==> config.mk <==
export PLATFORM = sky130hd
export DESIGN_NAME = rfdw_top
export DESIGN_NICKNAME = d
export VERILOG_FILES = /design/src/rtl/rfdw_wbm.v /design/src/rtl/rfdw_regs.v /design/src/rtl/rfdw_top.v
export VERILOG_INCLUDE_DIRS = /design/src /design/src/rtl
export SDC_FILE = /design/constraint.sdc
export NUM_CORES = 2
export LEC_CHECK = 0
export BUFFER_PORTS_ARGS = -buffer_cell sky130_fd_sc_hd__buf_2
export CAP_MARGIN = 20
export CORE_UTILIZATION = 40
export CTS_BUF_LIST = sky130_fd_sc_hd__clkbuf_4 sky130_fd_sc_hd__clkbuf_8
export DETAILED_ROUTE_END_ITERATION = 6
export GPL_TIMING_DRIVEN = 0
export PLACE_DENSITY_LB_ADDON = 0.25
export SETUP_SLACK_MARGIN = 0.5
export SYNTH_ARGS = -nofsm -noshare
export SYNTH_HDL_FRONTEND = slang
export SYNTH_SLANG_ARGS = --single-unit
==> constraint.sdc <==
create_clock -name clk_i -period 4.15 [get_ports clk_i]
set_clock_uncertainty 0.1 [all_clocks]
set_input_delay 1.245 -clock clk_i [delete_from_list [all_inputs] [get_ports clk_i]]
set_output_delay 1.245 -clock clk_i [all_outputs]
set_load 0.1 [all_outputs]
==> src/rtl/rfdw_defines.vh <==
// Constants for the receive frame descriptor writer: register map, control fields,
// descriptor layout and descriptor bit positions.
// Assumes byte addressing on both the register bus and the memory bus.
`ifndef RFDW_DEFINES_VH
`define RFDW_DEFINES_VH

// Register offsets (byte addresses).
`define RFDW_REG_CTRL 8'h00
`define RFDW_REG_STATUS 8'h04
`define RFDW_REG_RFD_HEAD 8'h08
`define RFDW_REG_SEG_BASE 8'h0C
`define RFDW_REG_FRAMES 8'h10

// Control register fields and reset value.
`define RFDW_CTRL_EN 0
`define RFDW_CTRL_MODE_LO 1
`define RFDW_CTRL_MODE_HI 2
`define RFDW_CTRL_FLEX 3
`define RFDW_CTRL_DA_LO 4
`define RFDW_CTRL_DA_HI 6
`define RFDW_CTRL_SA_LO 7
`define RFDW_CTRL_SA_HI 9
`define RFDW_CTRL_RESET 32'h0000_0330

// Addressing modes.
`define RFDW_MODE_LEGACY 2'h0
`define RFDW_MODE_SEG 2'h1
`define RFDW_MODE_LINEAR 2'h2

// Frame descriptor word offsets.
`define RFDW_RFD_STAT 32'h0000_0000
`define RFDW_RFD_LINK 32'h0000_0004
`define RFDW_RFD_RBDP 32'h0000_0008
`define RFDW_RFD_CNT 32'h0000_000C
`define RFDW_RFD_HDR 32'h0000_0010

// Buffer descriptor word offsets.
`define RFDW_RBD_CNT 32'h0000_0000
`define RFDW_RBD_NEXT 32'h0000_0004
`define RFDW_RBD_BUF 32'h0000_0008
`define RFDW_RBD_SIZE 32'h0000_000C

// Descriptor bit positions.
`define RFDW_BIT_EOF 15
`define RFDW_BIT_FILLED 14
`define RFDW_BIT_EL 15
`define RFDW_BIT_COMPLETE 15
`define RFDW_BIT_GROUP 1
`define RFDW_RFD_SIZE_LO 16
`define RFDW_CNT_W 14
`define RFDW_LEN_BYTES 14'h0002

`endif

==> src/rtl/rfdw_wbm.v <==
// Classic Wishbone master that runs one memory access per go pulse.
// Assumes the caller holds the request fields stable and waits for done.
`timescale 1ns/100ps
`default_nettype none

module rfdw_wbm (
  // Clock and reset.
  input wire clk_i,
  input wire rst_i,
  // Request from the engine.
  input wire go_i,
  input wire we_i,
  input wire [31:0] adr_i,
  input wire [31:0] dat_i,
  input wire [3:0] sel_i,
  output reg done_o,
  output reg [31:0] rdata_o,
  // Memory bus.
  output reg mem_cyc_o,
  output reg mem_stb_o,
  output reg mem_we_o,
  output reg [31:0] mem_adr_o,
  output reg [31:0] mem_dat_o,
  output reg [3:0] mem_sel_o,
  input wire [31:0] mem_dat_i,
  input wire mem_ack_i
);

  always @(posedge clk_i) begin
    if (rst_i) begin
      done_o <= 1'b0;
      rdata_o <= 32'h0000_0000;
      mem_cyc_o <= 1'b0;
      mem_stb_o <= 1'b0;
      mem_we_o <= 1'b0;
      mem_adr_o <= 32'h0000_0000;
      mem_dat_o <= 32'h0000_0000;
      mem_sel_o <= 4'h0;
    end else begin
      done_o <= 1'b0;
      if (mem_cyc_o && mem_ack_i) begin
        mem_cyc_o <= 1'b0;
        mem_stb_o <= 1'b0;
        done_o <= 1'b1;
        rdata_o <= mem_dat_i;
      end else if (go_i && !mem_cyc_o) begin
        mem_cyc_o <= 1'b1;
        mem_stb_o <= 1'b1;
        mem_we_o <= we_i;
        mem_adr_o <= {adr_i[31:2], 2'b00};
        mem_dat_o <= dat_i;
        mem_sel_o <= sel_i;
      end
    end
  end

endmodule // rfdw_wbm

`default_nettype wire

==> src/rtl/rfdw_regs.v <==
// Wishbone register slave for the frame descriptor writer.
// Assumes a classic single-cycle master; every access is answered one cycle later.
`timescale 1ns/100ps
`default_nettype none
`include "rfdw_defines.vh"

module rfdw_regs (
  // Clock and reset.
  input wire clk_i,
  input wire rst_i,
  // Wishbone slave.
  input wire wb_cyc_i,
  input wire wb_stb_i,
  input wire wb_we_i,
  input wire [7:0] wb_adr_i,
  input wire [31:0] wb_dat_i,
  input wire [3:0] wb_sel_i,
  output reg [31:0] wb_dat_o,
  output reg wb_ack_o,
  // Engine side.
  output reg [31:0] ctrl_o,
  output reg [31:0] seg_base_o,
  output reg head_ld_o,
  output reg [31:0] head_o,
  input wire [31:0] status_i,
  input wire [31:0] frames_i,
  input wire [31:0] rfd_i
);

  wire wr_en = wb_cyc_i && wb_stb_i && wb_we_i && !wb_ack_o;
  wire [7:0] adr_w = {wb_adr_i[7:2], 2'b00};

  // Byte-lane merge so partial writes only touch the selected lanes.
  function [31:0] merge;
    input [31:0] old_v;
    input [31:0] new_v;
    input [3:0] sel;
    integer i;
    begin
      merge = old_v;
      for (i = 0; i < 4; i = i + 1)
        if (sel[i])
          merge[i*8 +: 8] = new_v[i*8 +: 8];
    end
  endfunction

  always @(posedge clk_i) begin
    if (rst_i) begin
      wb_ack_o <= 1'b0;
      wb_dat_o <= 32'h0000_0000;
      ctrl_o <= `RFDW_CTRL_RESET;
      seg_base_o <= 32'h0000_0000;
      head_ld_o <= 1'b0;
      head_o <= 32'h0000_0000;
    end else begin
      wb_ack_o <= wb_cyc_i && wb_stb_i && !wb_ack_o;
      head_ld_o <= 1'b0;
      if (wr_en) begin
        case (adr_w)
          `RFDW_REG_CTRL: ctrl_o <= merge(ctrl_o, wb_dat_i, wb_sel_i);
          `RFDW_REG_SEG_BASE: seg_base_o <= merge(seg_base_o, wb_dat_i, wb_sel_i);
          `RFDW_REG_RFD_HEAD: begin
            head_o <= merge(head_o, wb_dat_i, wb_sel_i);
            head_ld_o <= 1'b1;
          end
          default: ;
        endcase
      end
      case (adr_w)
        `RFDW_REG_CTRL: wb_dat_o <= ctrl_o;
        `RFDW_REG_STATUS: wb_dat_o <= status_i;
        `RFDW_REG_RFD_HEAD: wb_dat_o <= rfd_i;
        `RFDW_REG_SEG_BASE: wb_dat_o <= seg_base_o;
        `RFDW_REG_FRAMES: wb_dat_o <= frames_i;
        default: wb_dat_o <= 32'h0000_0000;
      endcase
    end
  end

endmodule // rfdw_regs

`default_nettype wire

==> src/rtl/rfdw_top.v <==
// Receive frame descriptor writer: places each received frame's header and payload
// into host memory through frame and buffer descriptors, as a bus master.
// Assumes bytes arrive on clk_i from same-domain logic and memory answers with ack.
//
// Design decisions made here: the Wishbone register port and the address map.
`timescale 1ns/100ps
`default_nettype none
`include "rfdw_defines.vh"

module rfdw_top (
  // Clock and reset.
  input wire clk_i,
  input wire rst_i,
  // Register bus.
  input wire wb_cyc_i,
  input wire wb_stb_i,
  input wire wb_we_i,
  input wire [7:0] wb_adr_i,
  input wire [31:0] wb_dat_i,
  input wire [3:0] wb_sel_i,
  output wire [31:0] wb_dat_o,
  output wire wb_ack_o,
  // Received byte stream.
  input wire rx_valid_i,
  input wire [7:0] rx_data_i,
  input wire rx_last_i,
  output reg rx_ready_o,
  // Memory bus master.
  output wire mem_cyc_o,
  output wire mem_stb_o,
  output wire mem_we_o,
  output wire [31:0] mem_adr_o,
  output wire [31:0] mem_dat_o,
  output wire [3:0] mem_sel_o,
  input wire [31:0] mem_dat_i,
  input wire mem_ack_i,
  // Frame event.
  output reg frame_done_o
);

  localparam [3:0] S_IDLE = 4'h0;
  localparam [3:0] S_WAIT = 4'h1;
  localparam [3:0] S_F1 = 4'h2;
  localparam [3:0] S_F2 = 4'h3;
  localparam [3:0] S_F3 = 4'h4;
  localparam [3:0] S_GET = 4'h5;
  localparam [3:0] S_PLACE = 4'h6;
  localparam [3:0] S_B1 = 4'h7;
  localparam [3:0] S_B2 = 4'h8;
  localparam [3:0] S_B3 = 4'h9;
  localparam [3:0] S_ADV = 4'hA;
  localparam [3:0] S_NEXT = 4'hB;
  localparam [3:0] S_END1 = 4'hC;
  localparam [3:0] S_END2 = 4'hD;
  localparam [3:0] S_END3 = 4'hE;
  localparam [3:0] S_END4 = 4'hF;

  wire [31:0] ctrl;
  wire [31:0] seg_base;
  wire head_ld;
  wire [31:0] head;
  wire op_done;
  wire [31:0] op_rdata;

  reg [3:0] state_r;
  reg [3:0] ret_r;
  reg op_go_r;
  reg op_we_r;
  reg [31:0] op_adr_r;
  reg [31:0] op_dat_r;
  reg [3:0] op_sel_r;
  reg [31:0] rfd_r;
  reg [31:0] link_r;
  reg [13:0] cap_r;
  reg [13:0] rfd_cnt_r;
  reg [13:0] pos_r;
  reg [7:0] byte_r;
  reg last_r;
  reg group_r;
  reg buf_ok_r;
  reg buf_none_r;
  reg buf_used_r;
  reg [31:0] rbd_r;
  reg [31:0] buf_next_r;
  reg [31:0] buf_addr_r;
  reg [13:0] buf_size_r;
  reg buf_el_r;
  reg [13:0] buf_cnt_r;
  reg [31:0] frames_r;

  wire [1:0] mode = ctrl[`RFDW_CTRL_MODE_HI:`RFDW_CTRL_MODE_LO];
  wire linear = (mode == `RFDW_MODE_LINEAR);
  wire [2:0] da_len = ctrl[`RFDW_CTRL_DA_HI:`RFDW_CTRL_DA_LO];
  wire [2:0] sa_len = ctrl[`RFDW_CTRL_SA_HI:`RFDW_CTRL_SA_LO];
  wire [13:0] hdr_len = {11'h000, da_len} + {11'h000, sa_len} + `RFDW_LEN_BYTES;
  wire [13:0] rfd_size = op_rdata[`RFDW_RFD_SIZE_LO +: `RFDW_CNT_W];
  wire busy = (state_r != S_IDLE);

  ////////////////////////////////////////////////////////////////////////////////
  // Pointer decoding, shared by the link, first buffer and next buffer fields.

  function [31:0] addr_of;
    input [31:0] ptr;
    input lin;
    input [31:0] base;
    begin
      addr_of = lin ? ptr : base + {16'h0000, ptr[15:0]};
    end
  endfunction

  function is_null;
    input [31:0] ptr;
    input lin;
    begin
      is_null = lin ? (ptr == 32'hFFFF_FFFF) : (ptr[15:0] == 16'hFFFF);
    end
  endfunction

  ////////////////////////////////////////////////////////////////////////////////
  // Register slave and memory master.

  rfdw_regs u_regs (
    .clk_i(clk_i),
    .rst_i(rst_i),
    .wb_cyc_i(wb_cyc_i),
    .wb_stb_i(wb_stb_i),
    .wb_we_i(wb_we_i),
    .wb_adr_i(wb_adr_i),
    .wb_dat_i(wb_dat_i),
    .wb_sel_i(wb_sel_i),
    .wb_dat_o(wb_dat_o),
    .wb_ack_o(wb_ack_o),
    .ctrl_o(ctrl),
    .seg_base_o(seg_base),
    .head_ld_o(head_ld),
    .head_o(head),
    .status_i({27'h0000000, state_r, busy}),
    .frames_i(frames_r),
    .rfd_i(rfd_r)
  );

  rfdw_wbm u_wbm (
    .clk_i(clk_i),
    .rst_i(rst_i),
    .go_i(op_go_r),
    .we_i(op_we_r),
    .adr_i(op_adr_r),
    .dat_i(op_dat_r),
    .sel_i(op_sel_r),
    .done_o(op_done),
    .rdata_o(op_rdata),
    .mem_cyc_o(mem_cyc_o),
    .mem_stb_o(mem_stb_o),
    .mem_we_o(mem_we_o),
    .mem_adr_o(mem_adr_o),
    .mem_dat_o(mem_dat_o),
    .mem_sel_o(mem_sel_o),
    .mem_dat_i(mem_dat_i),
    .mem_ack_i(mem_ack_i)
  );

  ////////////////////////////////////////////////////////////////////////////////
  // Engine. Every memory access goes through S_WAIT and returns to ret_r.

  task issue;
    input we;
    input [31:0] adr;
    input [31:0] dat;
    input [3:0] sel;
    input [3:0] ret;
    begin
      op_go_r <= 1'b1;
      op_we_r <= we;
      op_adr_r <= adr;
      op_dat_r <= dat;
      op_sel_r <= sel;
      ret_r <= ret;
      state_r <= S_WAIT;
    end
  endtask

  // Byte writes put the byte on all lanes and select the lane from the low address bits.
  function [3:0] lane;
    input [1:0] a;
    begin
      lane = 4'h1 << a;
    end
  endfunction

  wire [31:0] hdr_adr = rfd_r + `RFDW_RFD_HDR + {18'h00000, rfd_cnt_r};
  wire [31:0] buf_adr = buf_addr_r + {18'h00000, buf_cnt_r};

  always @(posedge clk_i) begin
    if (rst_i) begin
      state_r <= S_IDLE;
      ret_r <= S_IDLE;
      op_go_r <= 1'b0;
      op_we_r <= 1'b0;
      op_adr_r <= 32'h0000_0000;
      op_dat_r <= 32'h0000_0000;
      op_sel_r <= 4'h0;
      rfd_r <= 32'h0000_0000;
      link_r <= 32'h0000_0000;
      cap_r <= 14'h0000;
      rfd_cnt_r <= 14'h0000;
      pos_r <= 14'h0000;
      byte_r <= 8'h00;
      last_r <= 1'b0;
      group_r <= 1'b0;
      buf_ok_r <= 1'b0;
      buf_none_r <= 1'b0;
      buf_used_r <= 1'b0;
      rbd_r <= 32'h0000_0000;
      buf_next_r <= 32'h0000_0000;
      buf_addr_r <= 32'h0000_0000;
      buf_size_r <= 14'h0000;
      buf_el_r <= 1'b0;
      buf_cnt_r <= 14'h0000;
      frames_r <= 32'h0000_0000;
      rx_ready_o <= 1'b0;
      frame_done_o <= 1'b0;
    end else begin
      op_go_r <= 1'b0;
      frame_done_o <= 1'b0;
      case (state_r)
        S_IDLE: begin
          if (head_ld)
            rfd_r <= head;
          else if (ctrl[`RFDW_CTRL_EN] && rx_valid_i)
            issue(1'b0, rfd_r + `RFDW_RFD_LINK, 32'h0000_0000, 4'hF, S_F1);
        end
        S_WAIT: begin
          if (op_done)
            state_r <= ret_r;
        end
        S_F1: begin
          link_r <= addr_of(op_rdata, linear, seg_base);
          issue(1'b0, rfd_r + `RFDW_RFD_RBDP, 32'h0000_0000, 4'hF, S_F2);
        end
        S_F2: begin
          buf_none_r <= is_null(op_rdata, linear);
          rbd_r <= addr_of(op_rdata, linear, seg_base);
          issue(1'b0, rfd_r + `RFDW_RFD_CNT, 32'h0000_0000, 4'hF, S_F3);
        end
        S_F3: begin
          // The mode, and with flex set the descriptor's header room, decide where each header byte lands.
          if (mode == `RFDW_MODE_LEGACY)
            cap_r <= 14'h0000;
          else if (!ctrl[`RFDW_CTRL_FLEX])
            cap_r <= hdr_len;
          else
            cap_r <= (rfd_size < hdr_len) ? rfd_size : hdr_len;
          rfd_cnt_r <= 14'h0000;
          pos_r <= 14'h0000;
          group_r <= 1'b0;
          buf_ok_r <= 1'b0;
          buf_used_r <= 1'b0;
          rx_ready_o <= 1'b1;
          state_r <= S_GET;
        end
        S_GET: begin
          if (rx_valid_i && rx_ready_o) begin
            byte_r <= rx_data_i;
            last_r <= rx_last_i;
            rx_ready_o <= 1'b0;
            if (pos_r == 14'h0000 && da_len != 3'h0)
              group_r <= rx_data_i[0];
            state_r <= S_PLACE;
          end
        end
        S_PLACE: begin
          if (rfd_cnt_r < cap_r) begin
            // Header bytes go to consecutive descriptor bytes in arrival order.
            rfd_cnt_r <= rfd_cnt_r + 14'h0001;
            issue(1'b1, hdr_adr, {4{byte_r}}, lane(hdr_adr[1:0]), S_NEXT);
          end else if (buf_none_r) begin
            state_r <= S_NEXT;
          end else if (!buf_ok_r) begin
            issue(1'b0, rbd_r + `RFDW_RBD_NEXT, 32'h0000_0000, 4'hF, S_B1);
          end else if (buf_cnt_r == buf_size_r && buf_el_r) begin
            // A full last-in-list buffer stays open for the frame end; further bytes are dropped.
            state_r <= S_NEXT;
          end else if (buf_cnt_r == buf_size_r) begin
            // A full buffer is marked filled with its count before moving on.
            issue(1'b1, rbd_r + `RFDW_RBD_CNT, {16'h0000, 1'b0, 1'b1, buf_cnt_r}, 4'h3, S_ADV);
          end else begin
            buf_cnt_r <= buf_cnt_r + 14'h0001;
            buf_used_r <= 1'b1;
            issue(1'b1, buf_adr, {4{byte_r}}, lane(buf_adr[1:0]), S_NEXT);
          end
        end
        S_B1: begin
          buf_next_r <= addr_of(op_rdata, linear, seg_base);
          issue(1'b0, rbd_r + `RFDW_RBD_BUF, 32'h0000_0000, 4'hF, S_B2);
        end
        S_B2: begin
          // Legacy buffers carry 24-bit addresses; the top byte is forced to zero.
          buf_addr_r <= (mode == `RFDW_MODE_LEGACY) ? {8'h00, op_rdata[23:0]} : op_rdata;
          issue(1'b0, rbd_r + `RFDW_RBD_SIZE, 32'h0000_0000, 4'hF, S_B3);
        end
        S_B3: begin
          // Odd sizes are not checked; software owes an even count.
          buf_size_r <= op_rdata[`RFDW_CNT_W-1:0];
          buf_el_r <= op_rdata[`RFDW_BIT_EL];
          buf_cnt_r <= 14'h0000;
          buf_ok_r <= 1'b1;
          state_r <= S_PLACE;
        end
        S_ADV: begin
          buf_ok_r <= 1'b0;
          buf_used_r <= 1'b0;
          rbd_r <= buf_next_r;
          state_r <= S_PLACE;
        end
        S_NEXT: begin
          pos_r <= pos_r + 14'h0001;
          if (last_r) begin
            state_r <= S_END1;
          end else begin
            rx_ready_o <= 1'b1;
            state_r <= S_GET;
          end
        end
        S_END1: begin
          if (buf_ok_r && buf_used_r)
            issue(1'b1, rbd_r + `RFDW_RBD_CNT, {16'h0000, 1'b1, 1'b1, buf_cnt_r}, 4'h3, S_END2);
          else
            state_r <= S_END2;
        end
        S_END2: begin
          // The descriptor's own end flag marks a frame that never reached a buffer.
          issue(1'b1, rfd_r + `RFDW_RFD_CNT, {16'h0000, !buf_used_r && !buf_ok_r, 1'b1, rfd_cnt_r},
                4'h3, S_END3);
        end
        S_END3: begin
          issue(1'b1, rfd_r + `RFDW_RFD_STAT,
                (32'h1 << `RFDW_BIT_COMPLETE) | ({31'h0, group_r} << `RFDW_BIT_GROUP), 4'h3, S_END4);
        end
        S_END4: begin
          rfd_r <= link_r;
          frames_r <= frames_r + 32'h0000_0001;
          frame_done_o <= 1'b1;
          state_r <= S_IDLE;
        end
        default: state_r <= S_IDLE;
      endcase
    end
  end

endmodule // rfdw_top

`default_nettype wire

==> metrics.yaml <==
synthesis:
  ys_seq_elements: 565
  yosys_warnings: 0
  synthCells: 4161
  synth_area_um2: 32500
  ys.flop_type: "dfxtp_1"
  yosysUniqueCellTypes: 96
  ys_seq_area_share_pct: 34.8
  async_flop_share_pct: 0
  synth-edff-count: 0
  syn_avg_cell_area_um2: 7.80
power:
  p_per_area_nw_per_um2: 299
  irDropWorstVdd_mv: 0.220
  p_total_mw: 11.5
  p_leak_nw: 14.2
sta:
  holdWs_ps: 343
  rsz0062_at_grt: "yes"
  worst-slew-pin-transition_ps: 1380
  post-route-period-util_pct: 90.8
  drv_slew: 0
  setup_viol: 0
  fmax_mhz: 265
  finalHoldViolCount: 0
  setup_slack_ps: 383
  fin_crit_ps: 3770
  relSlewSlack_pct: 7.82
die:
  start_util_pct: 40.4
  die_y_um: 287
  die_area_um2: 82300
  coreArea_um2: 80400
  pin_count: 198
  die_w_um: 287
  placementRows: 104
critical_path:
  cp_max_fo: 5
  endpoint_kind: "register"
  critPathLaunch: "state_r[1]"
  crit_type: "reg2reg"
  worst-endpoint-required_ps: 4610
  regToRegStartpoint: "state_r[1]"
  arrival_ps: 4230
  cp-start-kind: "register"
clocking:
  cts_made_buffers: 98
  hold_buffers: 0
  clk_latency_ps: 750
  cts_tree: "done"
  cts.htree.levels: 3
  clk_pin_slew_ps: 80
  root_buffer: "clkbuf_8"
  cts_sinks: 565
  clk_path_buf_depth: 3
place:
  portBuffers: 192
  dpl.hpwl_um: 122000
  placed_area_um2: 35000
  place_congestion: 1.03
  post-place-ws_ps: -1300
route:
  drc_errors: 2
  drtIter0Drc: 4475
  routed_wl_um: 157000
  drtPass1Iterations: 7
  vias_per_cell: 6.24
  routedWlPerCell_um: 27.8
  vias: 35365
  ant_nets: 0
layout:
  area_growth_pct: 18.5
  finish.utilization_pct: 47.8
  fin_nets: 4703
  drive_gt1_share_pct: 14.8
  register_area_um2: 11300
  multi_input_area_um2: 20000
  finalInstanceArea_um2: 38500
  fill_cells: 8253
worst_hold_path:
  hold_path_class: "reg2reg"
  min_from: "cap_r[9]"
grt:
  grt_first_pass_wirelength_um: 224000
  grt_antenna_before_repair: 7
  grt_max_degree: 16
  grt_pass1_vias: 32287
  grt.overflow.total: 0
  grt_usage_pct: 37.0
run_status:
  status: "complete, but fails checks"
  violations: "design-rule violations"
job:
  max_cap_violations: 0
==> critical path: stages, from the launching register on <==
cell and delay (ps):
dfxtp_4 380, buf_6 110, nand4b_1 210, clkbuf_8 240
clkbuf_16 150, clkbuf_16 140, buf_12 120, clkbuf_16 150
nand2_4 60, nand2_4 70, ha_4 160, buf_8 130
o211ai_1 210, nor3_2 110, buf_4 170, a221o_1 310
a311o_1 330, nor4_4 260, a311oi_2 160
==> Yosys cell counts, types with 19 or more instances <==
library cell | instances | area (um^2)
nand2_1 | 601 | 2260
dfxtp_1 | 565 | 11300
nor2_1 | 421 | 1580
a21oi_1 | 327 | 1640
clkbuf_1 | 285 | 1070
nand3_1 | 144 | 721
o21ai_0 | 138 | 691
mux2i_1 | 113 | 1130
nor3_1 | 109 | 546
xor2_1 | 97 | 850
ha_1 | 89 | 1110
a211oi_1 | 83 | 623
inv_1 | 83 | 312
xnor2_1 | 77 | 674
nand4_1 | 69 | 432
a311oi_1 | 56 | 490
a31oi_1 | 49 | 307
a22o_1 | 48 | 420
a222oi_1 | 47 | 470
and3_1 | 47 | 294
nand3b_1 | 39 | 293
nor4_1 | 39 | 244
a22oi_1 | 38 | 285
a21o_1 | 33 | 248
nand2b_1 | 31 | 194
or3_1 | 28 | 175
o31ai_1 | 27 | 203
buf_1 | 24 | 90.1
o21a_1 | 24 | 180
a221oi_1 | 23 | 201
buf_2 | 23 | 115
o211ai_1 | 20 | 150
nor3b_1 | 19 | 143
o22ai_1 | 19 | 119
==> where the power goes <==
part | internal (mW) | switching, mW
sequential | 5.42 | 0.00202
combinational | 0.0679 | 0.238
clock | 3.23 | 2.54
total | 8.72 | 2.78
==> layout make-up <==
type / instances / area share (%)
Timing Repair Buffer: 256 / 3.86
Antenna cell: 4 / 0.0260
Multi-Input combinational cell: 3163 / 52.0
Buffer: 350 / 4.57
Clock inverter: 26 / 0.696
Clock buffer: 156 / 5.11
Sequential cell: 565 / 29.5
Inverter: 84 / 0.842
Tap cell: 1060 / 3.45
==> flip-flops by register name (all words and copies together), names as in the netlist, 8 cells and up <==
register           flops
buf_addr_r            32
frames_r              32
link_r                32
rfd_r                 32
u_regs.ctrl_o         32
u_regs.head_o         32
u_regs.seg_base_o     32
u_regs.wb_dat_o       32
u_wbm.rdata_o         32
buf_next_r            30
op_adr_r              30
rbd_r                 30
u_wbm.mem_adr_o       30
op_dat_r              24
u_wbm.mem_dat_o       24
buf_cnt_r             14
buf_size_r            14
cap_r                 14
pos_r                 14
rfd_cnt_r             14
byte_r                 8
==> path summary, 6_finish.rpt <==
check	slack, ps	to	depth (start not counted)
max	380	op_adr_r[27]	18
min	340	cap_r[9]	2
max reg2reg	380	op_adr_r[27]	18
min reg2reg	340	cap_r[9]	2
==> placed cells by master, fill, tap and decap left out, types with 42 or more instances in the layout <==
master / count
a211oi_1: 77
a21oi_1: 318
a222oi_1: 47
a22o_1: 48
a311oi_1: 54
a31oi_1: 47
and3_1: 47
buf_2: 208
buf_4: 68
clkbuf_1: 230
clkbuf_2: 42
clkbuf_8: 129
dfxtp_1: 548
ha_1: 87
inv_1: 81
mux2i_1: 113
nand2_1: 596
nand3_1: 142
nand4_1: 69
nor2_1: 418
nor3_1: 101
o21ai_0: 132
xnor2_1: 77
xor2_1: 96
==> per-stage QoR <==
stage          TNS [ps]  instances
4_1_cts               0       5642
3_5_place_dp     -62200       5426
6_report              0       5664
2_1_floorplan         0       4162
5_1_grt               0       5662
3_3_place_gp    -148520       5414
==> routing by layer <==
layer	wire length [um]	GRT usage, %
met2	66500	55.4
met5	12	0
met4	9020	19.6
met1	64500	49.3
met3	17400	8.10
==> what timing repair did <==
item / in CTS / in global routing
setup buffers: 34 / 17
pin swaps: 20 / 33
endpoints found under the setup margin: 171 / 136
gates resized for setup: 140 / 125
==> cells by family after synthesis <==
logic type / count (synthesis) / synth area share [%]
other cells: 1 / 0.0115
simple gates: 1658 / 24.1
xor+xnor: 174 / 4.69
compound gates: 1113 / 23.5
buf+inv: 434 / 5.34
fa+ha+maj: 93 / 3.68
flops: 565 / 34.8
mux: 123 / 3.83
No activity file was read; power rests on OpenSTA's default activity.
